[src/include/charger_regs_defs.vh]
// Register map, field positions, reset values and link constants of the charger register bank
`ifndef CHARGER_REGS_DEFS_VH
`define CHARGER_REGS_DEFS_VH

// Register byte addresses
`define A_CTRL 8'h01
`define A_FV 8'h02
`define A_ID 8'h03
`define A_ID_ALT 8'h3B
`define A_ICHG 8'h04
`define A_WEAK 8'h05
`define A_SAFE 8'h06
`define A_MON 8'h10

// Reset values of the stored registers
`define R_CTRL 8'h30
`define R_FV 8'h0A
`define R_ICHG 8'h89
`define R_WEAK 8'h24
`define R_SAFE 8'h40

// Field positions
`define F_HZ 1
`define F_BOOST 0
`define F_FV_HI 7
`define F_FV_LO 2
`define F_PPOL 1
`define F_PEN 0
`define F_RST 7
`define F_IOC_HI 6
`define F_IOC_LO 4
`define F_IT_HI 2
`define F_IT_LO 0
`define F_VREG 6
`define F_IOL 5
`define F_WVOLT_HI 2
`define F_WVOLT_LO 0
`define F_ICAP_HI 6
`define F_ICAP_LO 4
`define F_VCAP_HI 3
`define F_VCAP_LO 0

// Float voltage scale in millivolts
`define FV_BASE_MV 13'd3500
`define FV_STEP_MV 13'd20

// Identification fields, values arbitrary
`define ID_MAKER 3'h5
`define ID_PART 3'h2
`define ID_REVISION 2'h1

// Serial slave address, value arbitrary
`define DEV_ADDR 7'h35

`endif

[src/hw/pin_sync.v]
// Three-stage pin synchroniser with agreement filter
`timescale 1ns/1ps
`default_nettype none
module pin_sync #(
  parameter W = 1,
  parameter [W-1:0] RST_VAL = {W{1'b0}}
) (
  input wire clk_in,
  input wire rst_in,
  input wire ce_in,
  input wire [W-1:0] pin_in,
  output wire [W-1:0] level_out
);
  reg [W-1:0] s1_q;
  reg [W-1:0] s2_q;
  reg [W-1:0] s3_q;
  reg [W-1:0] lvl_q;

  // Level changes only where stages two and three agree
  always @(posedge clk_in)
  begin
    if (rst_in)
    begin
      s1_q <= RST_VAL;
      s2_q <= RST_VAL;
      s3_q <= RST_VAL;
      lvl_q <= RST_VAL;
    end
    else if (ce_in)
    begin
      s1_q <= pin_in;
      s2_q <= s1_q;
      s3_q <= s2_q;
      lvl_q <= (~(s2_q ^ s3_q) & s3_q) | ((s2_q ^ s3_q) & lvl_q);
    end
  end

  assign level_out = lvl_q;
endmodule
`default_nettype wire

[src/hw/charger_regs.v]
// Charger configuration and status register bank behind a serial two-wire slave
//
// Summary of operation
// - Float voltage 3.5 V plus 20 mV steps
// - Identification readable at two addresses
// - Identification holds maker, variant, revision
// - Restore bit resets all except limits
// - Max charge current field, reset 0x89
// - Termination current field bits 2:0
// - Bit6 set turns auxiliary regulator off
// - Bit5 clear: current follows charge field
// - Bit5 set: fixed 22.1 mV sense target
// - Bit4 reads weak source regulation state
// - Weak source voltage field bits 2:0
// - Limits bit7 reads zero, reset 0x40
// - Current cap field bits 6:4
// - Voltage cap field bits 3:0
// - Monitor bit7 termination comparator
// - Monitor bit6 battery voltage comparator
// - Monitor bit5 linear precharge on
`include "charger_regs_defs.vh"
`timescale 1ns/1ps
`default_nettype none
module charger_regs (
  input wire clk_in,
  input wire rst_in,
  input wire ce_in,
  input wire scl_in,
  input wire sda_in,
  output wire sda_out,
  output wire sda_oe_n_out,
  input wire weak_source_active_in,
  input wire disable_pin_in,
  input wire termination_compare_in,
  input wire battery_voltage_compare_in,
  input wire linear_precharge_on_in,
  input wire [4:0] loop_status_in,
  output wire input_high_impedance_out,
  output wire boost_select_out,
  output wire [5:0] float_voltage_out,
  output wire [12:0] float_voltage_mv_out,
  output wire host_pin_polarity_out,
  output wire host_pin_enable_out,
  output wire [2:0] max_charge_current_out,
  output wire [2:0] termination_current_out,
  output wire aux_regulator_off_out,
  output wire fixed_sense_target_out,
  output wire [2:0] charge_current_code_out,
  output wire [2:0] weak_source_voltage_out,
  output wire [2:0] current_cap_out,
  output wire [3:0] voltage_cap_out
);
  //////////////////////////////////////////////////////////////////////////////
  // Serial slave states
  localparam [8:0] S_IDLE = 9'h001;
  localparam [8:0] S_ADDR = 9'h002;
  localparam [8:0] S_AACK = 9'h004;
  localparam [8:0] S_REG = 9'h008;
  localparam [8:0] S_RACK = 9'h010;
  localparam [8:0] S_WDAT = 9'h020;
  localparam [8:0] S_WACK = 9'h040;
  localparam [8:0] S_RDAT = 9'h080;
  localparam [8:0] S_MACK = 9'h100;

  wire scl_s;
  wire sda_s;
  wire [9:0] stat_s;
  reg scl_prev_q;
  reg sda_prev_q;
  reg [8:0] state_q;
  reg [2:0] cnt_q;
  reg done_q;
  reg rw_q;
  reg nack_q;
  reg [7:0] sh_q;
  reg [7:0] rd_q;
  reg [7:0] ptr_q;
  reg oe_n_q;
  reg sda_lo_q;
  reg [7:0] ctrl_q;
  reg [7:0] fv_q;
  reg [6:0] ichg_q;
  reg [2:0] weak_q;
  reg [6:0] safe_q;
  reg [12:0] fv_mv_q;
  reg [2:0] eff_cur_q;
  reg [2:0] weak_volt_q;

  // Reset images at full register width, sliced to the stored widths where used
  localparam [7:0] ICHG_RST = `R_ICHG;
  localparam [7:0] WEAK_RST = `R_WEAK;
  localparam [7:0] SAFE_RST = `R_SAFE;

  //////////////////////////////////////////////////////////////////////////////
  // Pin and status synchronisers
  pin_sync #(
    .W(2),
    .RST_VAL(2'h3)
  ) u_bus_sync (
    .clk_in(clk_in),
    .rst_in(rst_in),
    .ce_in(ce_in),
    .pin_in({scl_in, sda_in}),
    .level_out({scl_s, sda_s})
  );

  pin_sync #(
    .W(10),
    .RST_VAL(10'h000)
  ) u_stat_sync (
    .clk_in(clk_in),
    .rst_in(rst_in),
    .ce_in(ce_in),
    .pin_in({weak_source_active_in, disable_pin_in, termination_compare_in,
             battery_voltage_compare_in, linear_precharge_on_in, loop_status_in}),
    .level_out(stat_s)
  );

  wire scl_rise = scl_s & ~scl_prev_q;
  wire scl_fall = ~scl_s & scl_prev_q;
  wire start_c = scl_s & scl_prev_q & sda_prev_q & ~sda_s;
  wire stop_c = scl_s & scl_prev_q & ~sda_prev_q & sda_s;

  //////////////////////////////////////////////////////////////////////////////
  // Read decode
  function [7:0] rd_map;
    input [7:0] a;
    begin
      case (a)
        `A_CTRL: rd_map = ctrl_q;
        `A_FV: rd_map = fv_q;
        `A_ID, `A_ID_ALT: rd_map = {`ID_MAKER, `ID_PART, `ID_REVISION};
        `A_ICHG: rd_map = {1'b1, ichg_q[6:4], 1'b1, ichg_q[2:0]};
        `A_WEAK: rd_map = {1'b0, weak_q[1:0], stat_s[9:8], weak_volt_q};
        `A_SAFE: rd_map = {1'b0, safe_q};
        `A_MON: rd_map = stat_s[7:0];
        default: rd_map = 8'h00;
      endcase
    end
  endfunction

  // Smaller of two current codes
  function [2:0] min3;
    input [2:0] a;
    input [2:0] b;
    begin
      min3 = (a < b) ? a : b;
    end
  endfunction

  //////////////////////////////////////////////////////////////////////////////
  // Serial slave sequencer and register writes
  always @(posedge clk_in)
  begin
    if (rst_in)
    begin
      scl_prev_q <= 1'b1;
      sda_prev_q <= 1'b1;
      state_q <= S_IDLE;
      cnt_q <= 3'h0;
      done_q <= 1'b0;
      rw_q <= 1'b0;
      nack_q <= 1'b0;
      sh_q <= 8'h00;
      rd_q <= 8'hFF;
      ptr_q <= 8'h00;
      oe_n_q <= 1'b1;
      sda_lo_q <= 1'b0;
      ctrl_q <= `R_CTRL;
      fv_q <= `R_FV;
      ichg_q <= ICHG_RST[6:0];
      weak_q <= {1'b0, WEAK_RST[`F_VREG], WEAK_RST[`F_IOL]};
      weak_volt_q <= WEAK_RST[`F_WVOLT_HI:`F_WVOLT_LO];
      safe_q <= SAFE_RST[6:0];
    end
    else if (ce_in)
    begin
      scl_prev_q <= scl_s;
      sda_prev_q <= sda_s;
      sda_lo_q <= 1'b0;
      if (start_c)
      begin
        state_q <= S_ADDR;
        cnt_q <= 3'h0;
        done_q <= 1'b0;
        oe_n_q <= 1'b1;
      end
      else if (stop_c)
      begin
        state_q <= S_IDLE;
        oe_n_q <= 1'b1;
      end
      else if (scl_rise)
      begin
        // Sample on the high phase
        sh_q <= {sh_q[6:0], sda_s};
        cnt_q <= cnt_q + 3'h1;
        done_q <= (cnt_q == 3'h7);
        if (state_q == S_MACK)
          nack_q <= sda_s;
      end
      else if (scl_fall)
      begin
        case (state_q)
          S_ADDR:
            if (done_q)
            begin
              done_q <= 1'b0;
              if (sh_q[7:1] == `DEV_ADDR)
              begin
                rw_q <= sh_q[0];
                oe_n_q <= 1'b0;
                state_q <= S_AACK;
              end
              else
                state_q <= S_IDLE;
            end
          S_AACK:
          begin
            cnt_q <= 3'h0;
            if (rw_q)
            begin
              // Bit 7 goes on the line now, the rest waits in the shifter
              {oe_n_q, rd_q} <= {rd_map(ptr_q), 1'b1};
              ptr_q <= ptr_q + 8'h01;
              state_q <= S_RDAT;
            end
            else
            begin
              oe_n_q <= 1'b1;
              state_q <= S_REG;
            end
          end
          S_REG:
            if (done_q)
            begin
              done_q <= 1'b0;
              ptr_q <= sh_q;
              oe_n_q <= 1'b0;
              state_q <= S_RACK;
            end
          S_RACK, S_WACK:
          begin
            cnt_q <= 3'h0;
            oe_n_q <= 1'b1;
            state_q <= S_WDAT;
          end
          S_WDAT:
            if (done_q)
            begin
              done_q <= 1'b0;
              oe_n_q <= 1'b0;
              ptr_q <= ptr_q + 8'h01;
              state_q <= S_WACK;
              case (ptr_q)
                `A_CTRL: ctrl_q <= sh_q;
                `A_FV: fv_q <= sh_q;
                `A_ICHG:
                  if (sh_q[`F_RST])
                  begin
                    ctrl_q <= `R_CTRL;
                    fv_q <= `R_FV;
                    ichg_q <= ICHG_RST[6:0];
                    weak_q <= {1'b0, WEAK_RST[`F_VREG], WEAK_RST[`F_IOL]};
                    weak_volt_q <= WEAK_RST[`F_WVOLT_HI:`F_WVOLT_LO];
                  end
                  else
                    ichg_q <= {sh_q[6:4], 1'b1, sh_q[2:0]};
                `A_WEAK:
                begin
                  weak_q <= {1'b0, sh_q[`F_VREG], sh_q[`F_IOL]};
                  weak_volt_q <= sh_q[`F_WVOLT_HI:`F_WVOLT_LO];
                end
                `A_SAFE: safe_q <= sh_q[6:0];
                default: safe_q <= safe_q;
              endcase
            end
          S_RDAT:
            if (done_q)
            begin
              done_q <= 1'b0;
              oe_n_q <= 1'b1;
              state_q <= S_MACK;
            end
            else
            begin
              // Open-drain: release for one, pull for zero
              oe_n_q <= rd_q[7];
              rd_q <= {rd_q[6:0], 1'b1};
            end
          S_MACK:
          begin
            cnt_q <= 3'h0;
            done_q <= 1'b0;
            if (nack_q)
            begin
              oe_n_q <= 1'b1;
              state_q <= S_IDLE;
            end
            else
            begin
              {oe_n_q, rd_q} <= {rd_map(ptr_q), 1'b1};
              ptr_q <= ptr_q + 8'h01;
              state_q <= S_RDAT;
            end
          end
          S_IDLE:
            oe_n_q <= 1'b1;
          default:
          begin
            oe_n_q <= 1'b1;
            state_q <= S_IDLE;
          end
        endcase
      end
    end
  end

  //////////////////////////////////////////////////////////////////////////////
  // Derived control values
  always @(posedge clk_in)
  begin
    if (rst_in)
    begin
      fv_mv_q <= 13'h0000;
      eff_cur_q <= 3'h0;
    end
    else if (ce_in)
    begin
      fv_mv_q <= `FV_BASE_MV + `FV_STEP_MV * {7'h00, fv_q[`F_FV_HI:`F_FV_LO]};
      eff_cur_q <= min3(ichg_q[`F_IOC_HI:`F_IOC_LO], safe_q[`F_ICAP_HI:`F_ICAP_LO]);
    end
  end

  //////////////////////////////////////////////////////////////////////////////
  // Outputs straight from flops
  assign sda_out = sda_lo_q;
  assign sda_oe_n_out = oe_n_q;
  assign input_high_impedance_out = ctrl_q[`F_HZ];
  assign boost_select_out = ctrl_q[`F_BOOST];
  assign float_voltage_out = fv_q[`F_FV_HI:`F_FV_LO];
  assign float_voltage_mv_out = fv_mv_q;
  assign host_pin_polarity_out = fv_q[`F_PPOL];
  assign host_pin_enable_out = fv_q[`F_PEN];
  assign max_charge_current_out = ichg_q[`F_IOC_HI:`F_IOC_LO];
  assign termination_current_out = ichg_q[`F_IT_HI:`F_IT_LO];
  assign aux_regulator_off_out = weak_q[1];
  assign fixed_sense_target_out = weak_q[0];
  assign charge_current_code_out = eff_cur_q;
  assign weak_source_voltage_out = weak_volt_q;
  assign current_cap_out = safe_q[`F_ICAP_HI:`F_ICAP_LO];
  assign voltage_cap_out = safe_q[`F_VCAP_HI:`F_VCAP_LO];
endmodule
`default_nettype wire

[config.mk]
export PLATFORM = sky130hd
export DESIGN_NAME = charger_regs
export DESIGN_NICKNAME = d
export VERILOG_FILES = /design/src/hw/pin_sync.v /design/src/hw/charger_regs.v
export VERILOG_INCLUDE_DIRS = /design/src /design/src/include
export SDC_FILE = /design/constraint.sdc
export NUM_CORES = 1
export LEC_CHECK = 0
export BUFFER_PORTS_ARGS = -buffer_cell sky130_fd_sc_hd__buf_2
export CAP_MARGIN = 10
export CORE_MARGIN = 3
export CORE_UTILIZATION = 28
export CTS_BUF_LIST = sky130_fd_sc_hd__clkbuf_2
export DETAILED_ROUTE_END_ITERATION = 6
export GPL_TIMING_DRIVEN = 0
export PLACE_DENSITY_LB_ADDON = 0.25
export SKIP_CTS_REPAIR_TIMING = 1
export SYNTH_ARGS = -nofsm -noshare
export SYNTH_HDL_FRONTEND = slang
export SYNTH_HIERARCHICAL = 1
export SYNTH_SLANG_ARGS = --single-unit
[constraint.sdc]
create_clock -name clk_in -period 2.5 [get_ports clk_in]
set_input_delay 0.25 -clock clk_in [delete_from_list [all_inputs] [get_ports clk_in]]
set_output_delay 0.25 -clock clk_in [all_outputs]
set_load 0.01 [all_outputs]
# [Word level (Yosys, flattened, before mapping)]
# Index checks and enable logic that the tools add are counted.
# Widths: inputs -> output; s select.
[totals] regBits=141 inputBits=15
[op_classes] n_addsub=3 n_mul=1 n_lt_le_gt_ge=1 eq_ne=34 muxes=53 bitwise=24 reduce_logical=28
[op_table] cell="$mux 8" n=11
[op_table] cell="$mux 9" n=8
[op_table] cell="$pmux 9 s8" n=1
[op_table] cell="$pmux 8 s7" n=1
[op_table] cell="$reduce_and 9->1" n=4
[op_table] cell="$pmux 8 s2" n=2
[op_table] cell="$pmux 8 s4" n=1
[op_table] cell="$reduce_and 8->1" n=4
[op_table] cell="$eq 8x3->1 const B" n=3
[op_table] cell="$mux 3" n=8
[op_table] cell="$pmux 8 s3" n=1
[op_table] cell="$and 10x10->10" n=2
[op_table] cell="$ne 4x4->1 const B" n=5
[op_table] cell="$eq 8x2->1 const B" n=2
[op_table] cell="$mux 1" n=15
[op_table] cell="$reduce_bool 3->1" n=5
[op_table] cell="$ne 2x2->1 const B" n=7
[op_table] cell="$add 12x11->13 const A" n=1
[op_table] cell="$reduce_and 4->1" n=3
[op_table] cell="$not 10->10" n=1
[op_table] cell="$or 10x10->10" n=1
[op_table] cell="$reduce_and 10->1" n=1
[op_table] cell="$xor 10x10->10" n=1
[op_table] cell="$eq 9x1->1 const B" n=1
[op_table] cell="other kinds (38)" n=55

# [Logic depth before layout (Yosys ltp)]
# Gate-level depths: netlist (run 1).
[depth] word_depth=9 ltp_mapped=9

# [Modules after synthesis]
# The synthesis (run 1) kept the hierarchy.
[modules_own_cells] module="charger_regs" instances=1 cells_per_inst=624 area_per_inst_um2=5112.4 seq_area_each_um2=1781.7
[modules_own_cells] module="pin_sync at u_stat_sync" instances=1 cells_per_inst=161 area_per_inst_um2=1750.4 seq_area_each_um2=800.8
[modules_own_cells] module="pin_sync at u_bus_sync" instances=1 cells_per_inst=31 area_per_inst_um2=321.6 seq_area_each_um2=160.2

# [Worst setup path before layout (run 1)]
# OpenSTA, ideal clock, no wires.
[synth_path] path_type="flip-flop to flip-flop" startpoint="register state_q[8]" endpoint="register ichg_q[5]" setup_ps=70 arrival_ps=2392 setup_slack_ps=38 path_stages_with_launch=8 path_buffers=2 synth_period_minus_slack_ps=2462 cell_sequence="dfxtp_1 -> or4_4 -> or3_1 -> buf_2 -> or4_4 -> buf_6 -> or3b_1 -> a21oi_1"
[synth_between] elab_chain_cells=2
[synth_lines] item="from (decl)" line_no="charger_regs.v:70" text="reg [8:0] state_q;"
[synth_lines] item="from (signal assigned)" line_no="charger_regs.v:159" text="state_q <= S_IDLE;"
[synth_lines] item="from (signal assigned)" line_no="charger_regs.v:183" text="state_q <= S_ADDR;"
[synth_lines] item="from (signal assigned)" line_no="charger_regs.v:190" text="state_q <= S_IDLE;"
[synth_lines] item="$eq 9x6->1" line_no="charger_regs.v:204" text="case (state_q)"
[synth_lines] item="$reduce_and 8->1 (no source line)"
[synth_lines] item="to (signal assigned)" line_no="charger_regs.v:171" text="ichg_q <= ICHG_RST[6:0];"
[synth_lines] item="to (signal assigned)" line_no="charger_regs.v:263" text="ichg_q <= ICHG_RST[6:0];"
[synth_lines] item="to (signal assigned)" line_no="charger_regs.v:268" text="ichg_q <= {sh_q[6:4], 1'b1, sh_q[2:0]};"
[synth_lines] item="to (decl)" line_no="charger_regs.v:82" text="reg [6:0] ichg_q;"
# Every way passes these cells.
# A chain may end at the register's enable or synchronous reset.

# [Final worst setup path (run 1)]
[layout_path] startpoint="register state_q[8]" endpoint="register ichg_q[2]"
# The elaborated chain is that of the path after synthesis.

==> results.txt, run 1 <==
Worst flop-to-flop path startpoint: state_q[8]$_SDFFE_PP0P_
Initial core utilization: 0.290
Synth Warn #: 6
Relative slew margins: 0.444
Die height: 166 µm
Peak VDD IR: 0.337 mV
Post-Syn Area: 0.00718 mm²
CTS tree: done
# setup viols final: 14
PnR worst setup slack: -125 ps
R2r setup slk: -120 ps
Num rows: 57
Final Hold Fails: 0
Crit path arrival time: 3300 ps
CTS Sinks: 137
Clk_lat worst skew: 730 ps
NumNets Final: 956
Clock slew seen by the registers of the worst setup and hold paths: 230 ps
Hold depth: 4
Drc violations: 0
Gr ovfl total: 0
Global-route wire length before repair: 33.6 mm
IO Count: 61
Post-route clock skew: 42.2 ps
GPL Wtd Cong: 0.879
Fillers: 2600
Port Buffer Count: 57
Max Fclk: 381 MHz
Hold Crit Endpoint: u_stat_sync/s1_q[3]$_SDFFE_PP0P_
Total GRT Usage: 0.151
CP required: 3180 ps
CTS Buf Count: 17
Post-synthesis async set-or-reset flop share: 0
Max-cap check violation count: 0
Seq/Total Area, Yosys: 0.382
Die W: 166 µm
Gate Count Post-Synth: 816
Clock Tree Buf Depth: 2
Core area: 0.0247 mm²
Dpl hpwl: 15.2 mm
CP endpoint kind: flop
R2R cell count: 7
Status: finished with violations
Post-route minimum period: 2620 ps
Worst Max-Slew Pin Slew: 827 ps
Pre-CTS setup slack: -794 ps
Top_reg_cell synth: dfxtp_1
Routed Antenna Nets: 0
Vias post-DR: 6461
Unrepaired setup endpoints after global routing: true
R2R Path End: ichg_q[2]$_SDFFE_PP0P_
Via/cell ratio: 5.14
HP Start: loop_status_in[3]
Drt wl/cell: 17.0 µm
Area grow syn2layout: 20.3%
Vias in the first global route: 5961
Crit path launch type: flop
Pwr dens: 455 mW/mm²
H-tree levels: 4
Maximum number of pins on one net before global-route repair: 17
Overall Power: 3.93 mW
Slew Viols, Final: 0
Flops & latches, synth: 137
Layout cell share with drive strength beyond 1: 0.222
Initial antenna violation count: 1
Post-synth EDFFs: 0
Clock Tree Root: clkbuf_2
Initial drt markers: 465
Synth unique cells: 73
Critical path class: reg2reg
Violated checks: setup timing
Post-synthesis average cell area: 8.80 µm²
Leakage power: 3.24 nW
Final clock period utilization by the worst path: 1.05
Die area: 0.0276 mm²
Routed WL: 21.4 mm
Hold Crit Class: in2reg
Drt first pass iters: 6
Worst Path Max Fanout: 10
[placed cells by master, fill, tap and decap left out, drive strengths merged, types with 7 or more instances in the layout]
master / count
a2111oi: 8
a211oi: 8
a21oi: 54
a22oi: 17
and3: 7
buf: 98
clkbuf: 52
clkinv: 7
dfxtp: 137
dlygate4sd3: 18
ha: 20
inv: 34
mux2i: 61
nand2: 33
nand2b: 17
nand3: 19
nand4: 9
nor2: 100
nor2b: 25
nor3: 12
nor3b: 8
nor4: 11
o211ai: 12
o21ai: 40
o311ai: 7
o31ai: 9
o32ai: 11
[logic make-up (layout without fill, tap and decap cells)]
group,count (synthesis),count (layout),share of synthesized area
muxes,64,64,0.0897
other,1,4,0.000522
AOI/OAI and AO/OA,212,212,0.210
adders and majority gates,21,21,0.0376
xor gates and xnor gates,10,10,0.0122
and+or+nand+nor,271,272,0.205
buffers and inverters,100,214,0.0632
DFF,137,137,0.382
[through the flow]
step / instance area, µm² / TNS [ps] / instances / hold slack (ps) / util
after detailed placement: 7880 / -23980 / 1199 / 446 / 0.319
after global routing: 8640 / -2680 / 1258 / 187 / 0.349
after floorplan: 7190 / 0 / 818 / 349 / -
final: 8640 / -951 / 1258 / 284 / 0.349
after global placement: 7880 / -25080 / 1199 / 440 / 0.319
after CTS: 8120 / -22410 / 1231 / -329 / 0.328
[power breakdown]
group          total (mW)  internal (mW)  leakage, nW  switching (mW)
clock network        1.35          0.466        0.138           0.881
registers            2.25           2.22         1.12          0.0313
logic               0.325          0.140         1.98           0.185
[critical path: stages (launching register included)]
cell,delay [ps]
dfxtp_4,410
or4_4,520
or3_1,350
buf_6,160
or4_4,450
buf_6,160
or3b_1,370
a21oi_1,150
[sequential cells by signal (all words and copies together) (netlist names), 8 cells and up, named ones only]
signal / flops
sh_q: 8
u_stat_sync/s1_q: 10
float_voltage_mv_out: 11
state_q: 9
ptr_q: 8
u_stat_sync/s2_q: 10
fv_q: 8
u_stat_sync/s3_q: 10
ctrl_q: 8
[layer usage]
| metal | up-vias | GRT usage | share of wire |
|---|---|---|---|
| met5 | - | 0 | 0 |
| met3 | 20 | 0.0433 | 0.065 |
| met4 | 0 | 0.0373 | 0.017 |
| met1 | 3098 | 0.216 | 0.49 |
| met2 | 172 | 0.222 | 0.43 |
| li1 | 3171 | - | - |
[synthesized netlist by cell type (10+ instances only)]
library cell  instances  area, µm²
clkbuf_1             40        150
nor2b_1              15       93.8
o32ai_2              10        163
ha_1                 20        250
nand2_1              33        124
nor2b_4              10        138
o21ai_0              38        190
nand2b_1             17        106
nor4_1               10       62.6
nor2_1              100        375
a22oi_1              17        128
mux2i_1              61        611
nand3_1              19       95.1
o211ai_1             12       90.1
inv_1                32        120
dfxtp_1             137       2740
nor3_1               12       60.1
a21oi_1              52        260
buf_2                11       55.1
[layout make-up]
type,count,area (µm²),area share
Multi-Input combinational cell,582,4200,0.486
Sequential cell,137,2770,0.321
Timing Repair Buffer,88,563,0.0652
Tap cell,324,405,0.0469
Buffer,62,343,0.0397
Clock inverter,14,149,0.0172
Inverter,32,120,0.0139
Clock buffer,18,90.1,0.0104
Antenna cell,1,2.50,0.000290
[worst max-delay path by stage]
stage	start	end	slack (ps)	cells past startpoint
finish	state_q[8]$_SDFFE_PP0P_	ichg_q[2]$_SDFFE_PP0P_	-120	7
global route	state_q[1]$_SDFFE_PP0P_	rd_q[2]$_SDFFE_PP1P_	-200	7
CTS	ptr_q[5]$_SDFFE_PP0P_	fv_q[1]$_SDFFE_PP1P_	-750	8
detailed placement	ce_in	fv_q[3]$_SDFFE_PP1P_	-790	8
global placement	ce_in	fv_q[3]$_SDFFE_PP1P_	-860	8
floorplan	state_q[8]$_SDFFE_PP0P_	ichg_q[5]$_SDFFE_PP0P_	40	7
Power figures use the tool's default switching activity.
==> inputs of run 2 (changes only) <==
TNS_END_PERCENT = 20   (was not set)
clock period = 2.6 ns   (was 2.5 ns; I/O delays follow)
==> run 2 against run 1 <==
Effect of this change:
- first-iteration DRC count is 9.7% lower
- critical path depth unchanged
- cell count is 0.56% lower
- the run still ends with setup timing left
- worst hold slack improved by 12 ps
==> results.txt, run 2 (synthesis gave the netlist of run 1 again) <==
Final Hold Fails: 0 (unchanged)
Clk_lat worst skew: 730 ps (about the same)
Max reg flops: 11 (unchanged)
Fin Setup TNS: -61.5 ps (+889 ps)
Violated checks: setup timing
Drt wl/cell: 17.1 µm (+0.41%)
Total GRT Usage: 0.151 (unchanged)
Max Fclk: 380 MHz (-0.14%)
Gr ovfl total: 0 (unchanged)
CP endpoint kind: flop
Peak VDD IR: 0.325 mV (-3.7%)
Worst Max-Slew Pin Slew: 857 ps (+30.2 ps)
H-tree levels: 4 (unchanged)
CP Cell Sequence: or4_4, or3_1, buf_6, or4_4, buf_6, or3b_1, a21oi_1
Area after DPL: 0.00788 mm² (unchanged)
Pwr dens: 443 mW/mm² (-2.5%)
Max incr delay on CP: 520 ps (about the same)
Crit path launch type: flop
Die area: 0.0276 mm² (unchanged)
Port Buffer Count: 57 (unchanged)
Fin area: 0.00852 mm² (-1.3%)
Met2 Use GR: 0.222 (unchanged)
PnR worst setup slack: -28.5 ps (+96.4 ps)
Clock slew seen by the registers of the worst setup and hold paths: 230 ps (about the same)
Clock Tree Buf Depth: 2 (unchanged)
Drt first pass iters: 5 (-1)
NumNets Final: 949 (-0.73%)
Max-cap check violation count: 0 (unchanged)
CTS Buf Count: 17 (unchanged)
Area grow syn2layout: 18.7%
Maximum number of pins on one net before global-route repair: 17 (unchanged)
Initial drt markers: 420 (-9.7%)
Routed WL: 21.3 mm (-0.15%)
Status: finished with violations
GRT busiest layer: met2
CTS tree: done
Post-route minimum period: 2630 ps (+3.58 ps)
Drc violations: 0 (unchanged)
Vias post-DR: 6426 (-0.54%)
Critical path class: reg2reg
Via/cell ratio: 5.14 (about the same)
Final clock period utilization by the worst path: 1.01 (-0.0390)
Routed Antenna Nets: 0 (unchanged)
Most frequent cells in the layout: dfxtp_1 (127), nor2_1 (100), buf_2 (64), mux2i_1 (61), a21oi_1 (50)
Layout cell share with drive strength beyond 1: 0.203 (-0.0188)
Relative slew margins: 0.424 (-0.0203)
IO Count: 61 (unchanged)
Vias in the first global route: 5961 (unchanged)
Initial antenna violation count: 1 (unchanged)
Initial core utilization: 0.290 (unchanged)
CP required: 3280 ps (+100 ps)
Slew Viols, Final: 0 (unchanged)
GPL Wtd Cong: 0.879 (unchanged)
Worst Path Max Fanout: 10 (unchanged)
Crit path arrival time: 3310 ps (about the same)
Hold Crit Class: in2reg
CP max-delay cell: or4_4
Global-route wire length before repair: 33.6 mm (unchanged)
Dpl hpwl: 15.2 mm (unchanged)
Met3 Use GR: 0.0433 (unchanged)
Num rows: 57 (unchanged)
Grt met1 use: 0.216 (unchanged)
Core Util, Final: 0.344 (-0.00465)
Core area: 0.0247 mm² (unchanged)
Commonest non-fill, non-tap cell in the layout: dfxtp_1
Unrepaired setup endpoints after global routing: true
CTS Sinks: 137 (unchanged)
Leakage power: 3.18 nW (-1.7%)
# setup viols final: 3 (-11)
Post-route clock skew: 40.8 ps (-1.46 ps)
Die W: 166 µm (unchanged)
Die height: 166 µm (unchanged)
Final hold slack: 296 ps (+12.0 ps)
Clock Tree Root: clkbuf_2
[run 2: through the flow]
stage / std cells / worst slack [ps] / total power [mW]
after floorplan: 818 / 138 / 2.40
after global placement: 1199 / -766 / 2.49
after detailed placement: 1199 / -704 / 2.49
after CTS: 1231 / -648 / 3.81
after global routing: 1251 / -97.7 / 3.97
final: 1251 / -28.5 / 3.78
[run 2: metal layers]
| metal | part of all wire | wire [µm] |
|---|---|---|
| met5 | 0 | 0 |
| met2 | 0.44 | 9350 |
| met3 | 0.060 | 1280 |
| met4 | 0.015 | 312 |
| met1 | 0.49 | 10400 |
[run 2: final cells by class]
class / count / area, µm²
fill: 2609 / 16200
multi-input combinational: 582 / 4150
sequential: 137 / 2760
timing repair buffer: 80 / 503
tap: 324 / 405
buffer: 63 / 344
clock inverter: 14 / 149
inverter: 32 / 120
clock buffer: 18 / 90.1
antenna: 1 / 2.50
[run 2: critical path: cells and delay by family (launching register included)]
family	cells	cell delay, ps
AND/OR/NAND/NOR	4	1690
AO/OA/AOI/OAI	1	150
flip-flops	1	420
buffers and inverters	2	320
[run 2: path summary, 6_finish.rpt]
| path | cells past startpoint | end | slack, ps | start |
|---|---|---|---|---|
| setup / recovery | 7 | ichg_q[2]$_SDFFE_PP0P_ | -30 | state_q[8]$_SDFFE_PP0P_ |
| hold / removal | 4 | u_stat_sync/s1_q[3]$_SDFFE_PP0P_ | 300 | loop_status_in[3] |
| setup reg to reg | 7 | ichg_q[2]$_SDFFE_PP0P_ | -30 | state_q[8]$_SDFFE_PP0P_ |
| hold reg to reg | 2 | cnt_q[2]$_SDFFE_PP0P_ | 480 | cnt_q[2]$_SDFFE_PP0P_ |
[run 2: where the power goes]
group	switching, mW	internal, mW	leakage, nW
logic	0.176	0.132	1.93
clock network	0.852	0.448	0.138
registers	0.0299	2.14	1.11
total	1.06	2.72	3.18
